$ cat config.mk
export PLATFORM = sky130hd
export DESIGN_NAME = rf_input_select_control
export DESIGN_NICKNAME = d
export VERILOG_FILES = /design/src/rf_input_select_pkg.sv /design/src/sync_stage.sv /design/src/switch_drive.sv /design/src/rf_input_select_control.sv
export VERILOG_INCLUDE_DIRS = /design/src
export SDC_FILE = /design/constraint.sdc
export NUM_CORES = 1
export LEC_CHECK = 0
export BUFFER_PORTS_ARGS = -buffer_cell sky130_fd_sc_hd__clkbuf_2
export CAP_MARGIN = 20
export CORE_AREA = 10 10 137 76
export DETAILED_ROUTE_END_ITERATION = 8
export DIE_AREA = 0 0 147 86
export SLEW_MARGIN = 20
export SYNTH_ARGS = -nofsm -noshare
export SYNTH_HDL_FRONTEND = slang
export SYNTH_SLANG_ARGS = --single-unit
$ cat constraint.sdc
create_clock -name mclk -period 2.27 [get_ports mclk]
set_input_delay 0.454 -clock mclk [delete_from_list [all_inputs] [get_ports mclk]]
set_output_delay 0.454 -clock mclk [all_outputs]
set_load 0.02 [all_outputs]
$ cat src/rf_input_select_cfg.svh
// Constants for the RF input select control block: offsets, fields, resets, timing.
// Assumes a 125 MHz mclk and a host that frames serial transfers with chip select.
//
// Contract
// - Register rf_input_path_control bit 11 chooses pins or serial field to steer the input switch.
// - The source-select bit resets to zero, so serial control applies after power-up.
// - With source-select low, field bits 10:9 pick input zero to three; pins ignored.
// - With source-select high, pins high-then-low pick the input; field ignored.
// - Under pin control the switch changes within 100 ns of a pin change.
// - Under serial control the switch settles 100 ns after the write takes effect.
// - Register balun_tuning holds primary cap code in bits 3:1, secondary in 7:5.
// - Primary and secondary balun cap codes are independently writable.
// - Register rf_input_path_control bits 8:5 set the step attenuator, 0 to 15 dB.
`ifndef RF_INPUT_SELECT_CFG_SVH
`define RF_INPUT_SELECT_CFG_SVH

`define SPI_ADDR_BITS        7
`define SPI_DATA_BITS        16
`define SPI_FRAME_BITS       24
`define SPI_CMD_LAST_BIT     5'h07
`define SPI_FRAME_LAST_BIT   5'h17

`define RF_PATH_CTRL_ADDR    7'h23
`define BALUN_TUNING_ADDR    7'h30

`define SRC_SEL_BIT          11
`define SEL_FIELD_MSB        10
`define SEL_FIELD_LSB        9
`define ATTEN_MSB            8
`define ATTEN_LSB            5
`define BAL_PRI_MSB          3
`define BAL_PRI_LSB          1
`define BAL_SEC_MSB          7
`define BAL_SEC_LSB          5

`define SRC_SEL_RESET        1'b0
`define SEL_FIELD_RESET      2'h0
`define ATTEN_RESET          4'h0
`define BAL_CAP_RESET        3'h0

`define SWITCH_SETTLE_NS     100
`define MCLK_PERIOD_PS       8000

`endif

$ cat src/rf_input_select_pkg.sv
// Types shared by the RF input select control block.
// Constants live in rf_input_select_cfg.svh.
package rf_input_select_pkg;

  typedef logic [1:0] input_index_t;
  typedef logic [3:0] atten_code_t;
  typedef logic [2:0] cap_code_t;
  typedef logic [3:0] port_enable_t;

  typedef enum logic [1:0] {
    SPI_IDLE    = 2'b00,
    SPI_COMMAND = 2'b01,
    SPI_WRITE   = 2'b10,
    SPI_READ    = 2'b11
  } spi_state_t;

  typedef struct packed {
    logic         input_switch_source_select;
    input_index_t input_select_field;
    atten_code_t  step_attenuation_code;
  } rf_path_ctrl_t;

  typedef struct packed {
    cap_code_t balun_secondary_cap_code;
    cap_code_t balun_primary_cap_code;
  } balun_tuning_t;

endpackage

$ cat src/sync_stage.sv
// Two-flop synchroniser for a bundle of asynchronous levels.
// Assumes each bit is an independent level; no bus coherence is promised.
`timescale 1ns/1ps
module sync_stage #(
  parameter int               WIDTH       = 1,
  parameter logic [WIDTH-1:0] RESET_VALUE = '0
) (
  input  wire logic             mclk,
  input  wire logic             rst_b,
  input  wire logic [WIDTH-1:0] async_in,
  output logic      [WIDTH-1:0] sync_out
);

  logic [WIDTH-1:0] meta;

  // First stage feeds only the second stage
  always_ff @(posedge mclk or negedge rst_b) begin
    if (!rst_b) begin
      meta     <= RESET_VALUE;
      sync_out <= RESET_VALUE;
    end else begin
      meta     <= async_in;
      sync_out <= meta;
    end
  end

endmodule // sync_stage

$ cat src/switch_drive.sv
// Drives the one-hot input switch and flags the settle window after a change.
// Assumes the selected index is already synchronous to mclk.
`timescale 1ns/1ps
`include "rf_input_select_cfg.svh"
module switch_drive
  import rf_input_select_pkg::*;
#(
  parameter int SETTLE_NS = `SWITCH_SETTLE_NS
) (
  input  wire logic                               mclk,
  input  wire logic                               rst_b,
  input  wire rf_input_select_pkg::input_index_t  select,
  output rf_input_select_pkg::port_enable_t       port_enable,
  output rf_input_select_pkg::input_index_t       active_index,
  output logic                                    settling
);

  // Least time, so round up to whole cycles
  localparam int SETTLE_CYCLES = (SETTLE_NS * 1000 + `MCLK_PERIOD_PS - 1) / `MCLK_PERIOD_PS;
  localparam logic [4:0] SETTLE_LOAD = 5'(SETTLE_CYCLES);

  logic [4:0] settle_count;

  // One-hot drive, registered one cycle after the select moves
  always_ff @(posedge mclk or negedge rst_b) begin
    if (!rst_b) begin
      port_enable  <= 4'h1;
      active_index <= 2'h0;
    end else begin
      port_enable  <= 4'(4'h1 << select);
      active_index <= select;
    end
  end

  // Settle window restarts on every change
  always_ff @(posedge mclk or negedge rst_b) begin
    if (!rst_b) begin
      settle_count <= 5'h00;
    end else if (select != active_index) begin
      settle_count <= SETTLE_LOAD;
    end else if (settle_count != 5'h00) begin
      settle_count <= settle_count - 5'h01;
    end
  end

  assign settling = (settle_count != 5'h00);

endmodule // switch_drive

$ cat src/rf_input_select_control.sv
// RF input path control: serial register slave, input switch steering,
// balun capacitor codes and step attenuator code.
// Assumes a 3-wire serial host and external logic on the two select pins,
// all asynchronous to mclk; serial clock phases must each last 3 mclk cycles.
`timescale 1ns/1ps
`include "rf_input_select_cfg.svh"
module rf_input_select_control
  import rf_input_select_pkg::*;
(
  input  wire logic                              mclk,
  input  wire logic                              rst_b,
  // Serial port
  input  wire logic                              spi_sclk,
  input  wire logic                              spi_cs_b,
  input  wire logic                              spi_sdio_in,
  output logic                                   spi_sdio_out,
  output logic                                   spi_sdio_oe_b,
  // Select pins
  input  wire logic                              input_select_pin_high,
  input  wire logic                              input_select_pin_low,
  // Analog controls
  output rf_input_select_pkg::port_enable_t      input_port_enable,
  output rf_input_select_pkg::input_index_t      active_input,
  output logic                                   switch_settling,
  output logic                                   input_switch_source_select,
  output rf_input_select_pkg::cap_code_t         balun_primary_cap_code,
  output rf_input_select_pkg::cap_code_t         balun_secondary_cap_code,
  output rf_input_select_pkg::atten_code_t       step_attenuation_code
);

  import rf_input_select_pkg::*;

  logic                          sclk_s;
  logic                          sdio_s;
  logic                          pin_high_s;
  logic                          pin_low_s;
  logic                          cs_b_s;
  logic                          sclk_d;
  logic                          sclk_rise;
  logic                          sclk_fall;
  spi_state_t                    state;
  spi_state_t                    next_state;
  logic [4:0]                    bit_count;
  logic [`SPI_FRAME_BITS-2:0]    shift_in;
  logic [`SPI_FRAME_BITS-1:0]    next_shift;
  logic [`SPI_ADDR_BITS-1:0]     addr;
  logic [`SPI_DATA_BITS-1:0]     read_shift;
  logic [`SPI_DATA_BITS-1:0]     read_word;
  logic                          write_strobe;
  logic [`SPI_DATA_BITS-1:0]     write_data;
  rf_path_ctrl_t                 path_ctrl;
  balun_tuning_t                 balun;
  input_index_t                  pin_index;
  input_index_t                  selected_index;

  // Everything from outside passes two flops first
  sync_stage #(
    .WIDTH       (4),
    .RESET_VALUE (4'h0)
  ) u_sync_data (
    .mclk     (mclk),
    .rst_b    (rst_b),
    .async_in ({spi_sclk, spi_sdio_in, input_select_pin_high, input_select_pin_low}),
    .sync_out ({sclk_s, sdio_s, pin_high_s, pin_low_s})
  );

  // Chip select idles deasserted through reset
  sync_stage #(
    .WIDTH       (1),
    .RESET_VALUE (1'b1)
  ) u_sync_cs (
    .mclk     (mclk),
    .rst_b    (rst_b),
    .async_in (spi_cs_b),
    .sync_out (cs_b_s)
  );

  always_ff @(posedge mclk or negedge rst_b) begin
    if (!rst_b) begin
      sclk_d <= 1'b0;
    end else begin
      sclk_d <= sclk_s;
    end
  end

  assign sclk_rise  = sclk_s & ~sclk_d;
  assign sclk_fall  = ~sclk_s & sclk_d;
  assign next_shift = {shift_in, sdio_s};

  // Frame: read flag, 7 address bits, 16 data bits, MSB first
  always_comb begin
    next_state = state;
    case (state)
      SPI_IDLE: begin
        if (!cs_b_s) begin
          next_state = SPI_COMMAND;
        end
      end
      SPI_COMMAND: begin
        if (sclk_rise && bit_count == `SPI_CMD_LAST_BIT) begin
          next_state = next_shift[`SPI_ADDR_BITS] ? SPI_READ : SPI_WRITE;
        end
      end
      SPI_WRITE: begin
        if (sclk_rise && bit_count == `SPI_FRAME_LAST_BIT) begin
          next_state = SPI_IDLE;
        end
      end
      SPI_READ: begin
        next_state = SPI_READ;
      end
      default: begin
        next_state = SPI_IDLE;
      end
    endcase
    // Deselect aborts any partial frame
    if (cs_b_s) begin
      next_state = SPI_IDLE;
    end
  end

  always_ff @(posedge mclk or negedge rst_b) begin
    if (!rst_b) begin
      state <= SPI_IDLE;
    end else begin
      state <= next_state;
    end
  end

  // Bit counter and input shifter
  always_ff @(posedge mclk or negedge rst_b) begin
    if (!rst_b) begin
      bit_count <= 5'h00;
      shift_in  <= '0;
    end else if (cs_b_s) begin
      bit_count <= 5'h00;
    end else if (sclk_rise && state != SPI_IDLE) begin
      bit_count <= bit_count + 5'h01;
      shift_in  <= next_shift[`SPI_FRAME_BITS-2:0];
    end
  end

  // Address latched at the end of the command phase
  always_ff @(posedge mclk or negedge rst_b) begin
    if (!rst_b) begin
      addr <= '0;
    end else if (state == SPI_COMMAND && sclk_rise && bit_count == `SPI_CMD_LAST_BIT) begin
      addr <= next_shift[`SPI_ADDR_BITS-1:0];
    end
  end

  // Write takes effect on the last data bit; a short frame writes nothing
  assign write_strobe = (state == SPI_WRITE) && sclk_rise && (bit_count == `SPI_FRAME_LAST_BIT);
  assign write_data   = next_shift[`SPI_DATA_BITS-1:0];

  always_ff @(posedge mclk or negedge rst_b) begin
    if (!rst_b) begin
      path_ctrl.input_switch_source_select <= `SRC_SEL_RESET;
      path_ctrl.input_select_field         <= `SEL_FIELD_RESET;
      path_ctrl.step_attenuation_code      <= `ATTEN_RESET;
    end else if (write_strobe && addr == `RF_PATH_CTRL_ADDR) begin
      path_ctrl.input_switch_source_select <= write_data[`SRC_SEL_BIT];
      path_ctrl.input_select_field         <= write_data[`SEL_FIELD_MSB:`SEL_FIELD_LSB];
      path_ctrl.step_attenuation_code      <= write_data[`ATTEN_MSB:`ATTEN_LSB];
    end
  end

  // Both codes share one word; each is its own field, so either may be changed
  always_ff @(posedge mclk or negedge rst_b) begin
    if (!rst_b) begin
      balun.balun_primary_cap_code   <= `BAL_CAP_RESET;
      balun.balun_secondary_cap_code <= `BAL_CAP_RESET;
    end else if (write_strobe && addr == `BALUN_TUNING_ADDR) begin
      balun.balun_primary_cap_code   <= write_data[`BAL_PRI_MSB:`BAL_PRI_LSB];
      balun.balun_secondary_cap_code <= write_data[`BAL_SEC_MSB:`BAL_SEC_LSB];
    end
  end

  // Readback; unused bits and unmapped addresses read zero
  always_comb begin
    read_word = '0;
    case (next_shift[`SPI_ADDR_BITS-1:0])
      `RF_PATH_CTRL_ADDR: begin
        read_word[`SRC_SEL_BIT]                 = path_ctrl.input_switch_source_select;
        read_word[`SEL_FIELD_MSB:`SEL_FIELD_LSB] = path_ctrl.input_select_field;
        read_word[`ATTEN_MSB:`ATTEN_LSB]         = path_ctrl.step_attenuation_code;
      end
      `BALUN_TUNING_ADDR: begin
        read_word[`BAL_PRI_MSB:`BAL_PRI_LSB] = balun.balun_primary_cap_code;
        read_word[`BAL_SEC_MSB:`BAL_SEC_LSB] = balun.balun_secondary_cap_code;
      end
      default: begin
        read_word = '0;
      end
    endcase
  end

  // Data leaves on falling edges so the host samples it on rising edges
  always_ff @(posedge mclk or negedge rst_b) begin
    if (!rst_b) begin
      read_shift    <= '0;
      spi_sdio_out  <= 1'b0;
      spi_sdio_oe_b <= 1'b1;
    end else if (cs_b_s) begin
      spi_sdio_out  <= 1'b0;
      spi_sdio_oe_b <= 1'b1;
    end else if (state == SPI_COMMAND && sclk_rise && bit_count == `SPI_CMD_LAST_BIT) begin
      read_shift <= read_word;
    end else if (state == SPI_READ && sclk_fall) begin
      spi_sdio_out  <= read_shift[`SPI_DATA_BITS-1];
      read_shift    <= {read_shift[`SPI_DATA_BITS-2:0], 1'b0};
      spi_sdio_oe_b <= 1'b0;
    end
  end

  // Pin pair decodes high then low
  assign pin_index = {pin_high_s, pin_low_s};

  // Source select chooses the steering path
  assign selected_index = path_ctrl.input_switch_source_select ? pin_index
                                                               : path_ctrl.input_select_field;

  // Pin path: 2 sync + 1 drive cycle = 24 ns, inside the 100 ns budget
  switch_drive #(
    .SETTLE_NS (`SWITCH_SETTLE_NS)
  ) u_switch_drive (
    .mclk         (mclk),
    .rst_b        (rst_b),
    .select       (selected_index),
    .port_enable  (input_port_enable),
    .active_index (active_input),
    .settling     (switch_settling)
  );

  assign input_switch_source_select = path_ctrl.input_switch_source_select;
  assign balun_primary_cap_code     = balun.balun_primary_cap_code;
  assign balun_secondary_cap_code   = balun.balun_secondary_cap_code;
  // Code is the attenuation in dB, applied unchanged
  assign step_attenuation_code      = path_ctrl.step_attenuation_code;

endmodule // rf_input_select_control

==> results.toml, run 1 <==
[outcome]
status = "complete, no violations"

[clock_network]
post_cts_resized = 0
clk_pin_slew_ns = 0.06
cts_root_buf = "clkbuf_16"
cts_tree = "done"
clkSinkCount = 77
cts_made_buffers = 9
h-tree-depth = 3
insertion_delay_ns = 0.33
post_cts_buffers = 0
clock_path_buffers = 2
ctsHoldBuffers = 0

[worst_setup_path]
r2r_setup_slack_ns = 0.04
regToRegEndpoint = "step_attenuation_code[2]"
worstPathRequired_ns = 2.49
regToRegStartpoint = "addr[2]"
worst_setup_path_start_kind = "flip-flop"
critical_path_class = "reg2reg"
cp-end-kind = "flip-flop"
cp.arrival_ns = 2.45
worstPathMaxFanout = 7
r2r_cells = 4

[route]
drt-initial-drc-count = 208
wl_met1_microns = 3170
wl_met3_microns = 263
drt-total-wl_microns = 6290
vias = 2024
wl_met2_microns = 2800
postRouteAntennaNets = 0
avgViaCountPerCell = 4.97
post-route-drc-count = 0
dr.pass1.iters = 4
maxUsedRoutingLayer = "met4"
drt-wirelength-per-cell_microns = 15.5

[die]
dieArea_sq_mm = 0.0126
num_rows = 23
die_w_microns = 147
start_util = 0.399
dieHeight_microns = 86
io_pins = 27
coreArea_sq_mm = 0.00791

[global_routing]
grt_pass1_wl_microns = 10700
gr-total-overflow = 0
grt_pass1_vias = 2029
grt_start_max_net_pins = 40
antenna_found_initial = 0
grt_usage = 0.105

[logic_synthesis]
synth_area_per_cell_sq_um = 12.3
netlist_area_sq_mm = 0.00316
synth_edf_count = 0
synth_seq_cells = 77
async_reset_ff_frac = 1.00
synth_top_area_frac = 0.578
syn_nets = 265
yosysWarningCount = 0
synth_top_area_cell = "dfrtp_1"
synth_ff_type = "dfrtp_1"
netlist_instances = 256
synth_area_leaders = "dfrtp_1 58%, mux2_2 8.6%, dfstp_2 3.3%, nand2_1 3.3%, nor2_1 2.6%"
ys_seq_area_frac = 0.611
synth.distinct_cells = 48

[sta]
slew_headroom = 0.654
skew_ns = 0.00701
slew_violations = 0
timing.fmax_mhz = 448
setup-violations-final = 0
whs_ns = 0.0802
hold_viol = 0
worst_pin_slew_ns = 0.515
period_share = 0.984
period_needed_ns = 2.23

[placed_design]
gp_congestion = 0.796
place_area_sq_mm = 0.00345
port_buffers = 26
dpl.hpwl_microns = 4380

[pwr]
powerDensity_mw_per_mm2 = 800
power_mw = 3.00
internal-power_mw = 2.34
pwr-share-clk = 0.462
switching_power_mw = 0.661
power_frac_seq = 0.499
p_sw_frac = 0.220
leakage_nw = 1.81
vdd_drop_max_uv = 300
combinationalPowerShare = 0.039

[layout]
area_growth_pct = 18.6
fill_cells = 723
nNetsFinal = 299
fin_util = 0.474
diodes = 0
multi_input_area_sq_mm = 0.00114
layout-drive-gt1-share = 0.312
layout.area.seq_sq_mm = 0.00193
fin_area_sq_mm = 0.00375

[hold_path]
hold_class = "in2async"

[flow_run]
maxCapViolCount = 0
==> cell usage after synthesis, drive strengths merged (3+ instances only) <==
| cell type | count |
|---|---|
| a22o | 5 |
| clkbuf | 6 |
| inv | 5 |
| nand3 | 5 |
| mux2 | 25 |
| and3 | 3 |
| o21ai | 9 |
| nand2 | 28 |
| nor3 | 10 |
| dfrtp | 73 |
| nand4 | 3 |
| nor2 | 23 |
| a21oi | 3 |
| xnor2 | 7 |
| a32oi | 3 |
| o221a | 3 |
| a31oi | 3 |
| buf | 6 |
| nand2b | 3 |
| dfstp | 4 |
| mux2i | 3 |
==> kinds of logic after synthesis <==
group | after synthesis | synth area share
AOI/OAI and AO/OA | 33 | 0.0800
xor gates and xnor gates | 7 | 0.0194
adders and majority gates | 2 | 0.00792
buffers and inverters | 17 | 0.0265
DFF | 77 | 0.611
muxes | 28 | 0.0998
and+or+nand+nor | 92 | 0.155
==> worst max-delay path: stages, from the launching register on <==
cell and delay [ns]:
dfrtp_1 0.37, or3b_2 0.47, nor4_1 0.47, and4b_2 0.46, mux2_2 0.36
==> state kept, by name, summed over array words and instances, names as in the netlist, 2 cells and up <==
register / cells
state: 2
shift_in: 11
balun_primary_cap_code: 3
addr: 7
path_ctrl: 2
bit_count: 5
read_shift: 15
u_switch_drive.settle_count: 5
balun_secondary_cap_code: 3
u_sync_data.meta: 4
u_sync_data.sync_out: 4
u_switch_drive.port_enable: 4
step_attenuation_code: 4
u_switch_drive.active_index: 2
==> power groups by stage <==
stage,registers (mW),logic (mW),clock network (mW)
after floorplan,1.49,0.0720,0
after global placement,1.52,0.112,0
after detailed placement,1.52,0.118,0
after CTS,1.50,0.119,1.41
after global routing,1.51,0.132,1.48
final,1.50,0.116,1.38
==> how the worst max path moves through the flow <==
stage | from | endpoint | depth (start not counted)
finish | addr[2] | step_attenuation_code[2] | 4
global route | addr[2] | path_ctrl[4] | 4
CTS | addr[2] | step_attenuation_code[2] | 4
detailed placement | addr[2] | step_attenuation_code[3] | 4
global placement | addr[2] | input_switch_source_select | 4
floorplan | bit_count[0] | input_switch_source_select | 6
==> layout make-up <==
cell class,instances,area share
repair buffers,35,0.0568
multi-input cells,162,0.306
inverters,5,0.00501
flip-flops and latches,77,0.516
clock buffers,14,0.0758
well taps,112,0.0374
clock inverters,2,0.00401
==> cells in the final DEF, fill, tap and decap left out, types with 2 or more instances in the layout <==
master / Yosys / final
dfrtp_1: 73 / 73
nand2_1: 28 / 28
clkbuf_2: 0 / 25
mux2_2: 24 / 24
nor2_1: 22 / 22
nor3_1: 9 / 9
clkbuf_16: 0 / 9
buf_4: 5 / 9
o21ai_0: 8 / 8
xnor2_1: 7 / 7
inv_1: 5 / 5
a22o_1: 5 / 5
nand3_1: 5 / 5
clkbuf_8: 0 / 4
dfstp_2: 4 / 4
mux2i_1: 3 / 3
a32oi_1: 3 / 3
o221a_2: 3 / 3
and3_1: 3 / 3
a21oi_1: 3 / 3
nand2b_1: 3 / 3
nand4_1: 3 / 3
a31oi_1: 3 / 3
nor4b_1: 2 / 2
o32a_1: 2 / 2
nor3b_1: 2 / 2
ha_1: 2 / 2
clkinvlp_4: 0 / 2
==> through the flow <==
stage | TNS (ns) | setup slack [ns] | cells
floorplan | 0 | 0.360 | 256
global placement | 0 | 0.182 | 391
detailed placement | 0 | 0.0230 | 391
CTS | 0 | 0.00962 | 407
global route | -0.297 | -0.0371 | 407
finish | 0 | 0.0356 | 407
==> metal layers <==
layer / vias up / track usage
met5: - / 0
met4: 0 / 0.0394
met3: 5 / 0.0419
met2: 32 / 0.155
met1: 1009 / 0.135
li1: 978 / -
Power figures use the tool's default switching activity.
==> run 2: changes to the inputs <==
- CAP_MARGIN: 20 -> default
- HOLD_SLACK_MARGIN: default -> 0.12
==> results.toml, run 2 (synthesized netlist as in run 1, its figures left out) <==
[outcome]
status = "complete, no violations"

[sta]
skew_ns = 0.00821
timing.fmax_mhz = 450
hold_viol = 0
finalSetupTns_ns = 0
setup-violations-final = 0
slew_headroom = 0.660
period_needed_ns = 2.22
worst_slack_ns = 0.0476
period_share = 0.979
worst_pin_slew_ns = 0.506
slew_violations = 0

[layout]
regMostFlops = "read_shift"
nNetsFinal = 300
mostFrequentLayoutCells = "73 x dfrtp_1, 28 x nand2_1, 25 x clkbuf_2, 24 x mux2_2, 22 x nor2_1"
diodes = 0
fin_area_sq_mm = 0.00376
largest_register_ffs = 15
area_growth_pct = 18.9
final_common_cell = "dfrtp_1"
layout-drive-gt1-share = 0.311
reg_top3 = "read_shift x15, shift_in x11, addr x7"
finalNonFillerCells = 408

[placed_design]
dp.cells = 391
dpl.hpwl_microns = 4380
dp_slack_ns = 0.0230
gp_congestion = 0.796
port_buffers = 26
place_area_sq_mm = 0.00345

[hold_path]
hold_class = "in2reg"

[pwr]
leakage_nw = 1.82
switching_power_mw = 0.659
powerDensity_mw_per_mm2 = 797
p_sw_frac = 0.220
vdd_drop_max_uv = 300
pwr-share-clk = 0.462
power_frac_seq = 0.499
internal-power_mw = 2.34
power_mw = 3.00
combinationalPowerShare = 0.039

[die]
dieHeight_microns = 86
io_pins = 27
die_w_microns = 147
coreArea_sq_mm = 0.00791
start_util = 0.399
num_rows = 23
dieArea_sq_mm = 0.0126

[global_routing]
grt_pass1_vias = 2035
grt_usage = 0.105
antenna_found_initial = 0
grt_start_max_net_pins = 40
grt_pass1_wl_microns = 10700
gr-total-overflow = 0

[clock_network]
h-tree-depth = 3
cts_root_buf = "clkbuf_16"
clock_path_buffers = 2
cts_tree = "done"
insertion_delay_ns = 0.33
clk_pin_slew_ns = 0.05
post_cts_buffers = 0
clkSinkCount = 77
cts_made_buffers = 9

[worst_setup_path]
regToRegStartpoint = "addr[2]"
r2r_setup_slack_ns = 0.05
startpoint = "addr[2]"
worstPathMaxFanout = 7
endpoint = "step_attenuation_code[2]"
worstPathRequired_ns = 2.49
cp-end-kind = "flip-flop"
r2r_cells = 4
regToRegEndpoint = "step_attenuation_code[2]"
worst_setup_path_start_kind = "flip-flop"
cp.arrival_ns = 2.44
critical_path_class = "reg2reg"

[route]
drt-wirelength-per-cell_microns = 15.3
post-route-drc-count = 0
vias = 2029
postRouteAntennaNets = 0
avgViaCountPerCell = 4.97
dr.pass1.iters = 4
drt-initial-drc-count = 177
drt-total-wl_microns = 6250

[flow_run]
maxCapViolCount = 0
-- run 2: stage by stage --
step,hold WS [ns],util
after CTS,0.195,0.475
after global placement,0.333,0.436
after floorplan,0.158,-
after global routing,0.191,0.475
final,0.201,0.475
after detailed placement,0.337,0.436
-- run 2: critical path, stage by stage (launching register included) --
cell     delay [ns]
dfrtp_1        0.37
or3b_2         0.47
nor4_1         0.46
and4b_2        0.46
mux2_2         0.36
-- run 2: worst min path at each step --
stage,startpoint,end,slack [ns],cells after the start
6_report,spi_cs_b,u_sync_cs.meta,0.20,1
5_1_grt,spi_cs_b,u_sync_cs.meta,0.19,1
4_1_cts,spi_cs_b,u_sync_cs.meta,0.19,1
3_5_place_dp,u_sync_data.meta[0],u_sync_data.sync_out[0],0.34,0
3_3_place_gp,u_sync_data.meta[2],u_sync_data.sync_out[2],0.33,0
2_1_floorplan,rst_b,addr[0],0.16,0
-- run 2: power groups by stage --
stage / Combinational (mW) / Clock, mW / Sequential, mW
2_1_floorplan: 0.0720 / 0 / 1.49
3_3_place_gp: 0.112 / 0 / 1.52
3_5_place_dp: 0.118 / 0 / 1.52
4_1_cts: 0.121 / 1.41 / 1.50
5_1_grt: 0.134 / 1.48 / 1.51
6_report: 0.117 / 1.38 / 1.50
-- run 2: area by class of cell --
cell class	instances	area, sq um
Fill cell	723	4160
Sequential cell	77	1930
Inverter	5	18.8
Tap cell	112	140
Timing Repair Buffer	36	223
Clock buffer	14	284
Multi-Input combinational cell	162	1140
Clock inverter	2	15.0
-- run 2: per-layer routing --
metal / up-vias / wire (microns) / track usage
li1: 980 / - / -
met1: 1006 / 3130 / 0.136
met2: 36 / 2780 / 0.155
met3: 7 / 272 / 0.0419
met4: 0 / 79 / 0.0394
met5: - / 0 / 0
-- run 2: what timing repair did --
action,in CTS,in global routing
resized for setup,0,1
endpoints found under the setup margin,0,7
endpoints found under the hold margin,37,0
hold buffers,1,0
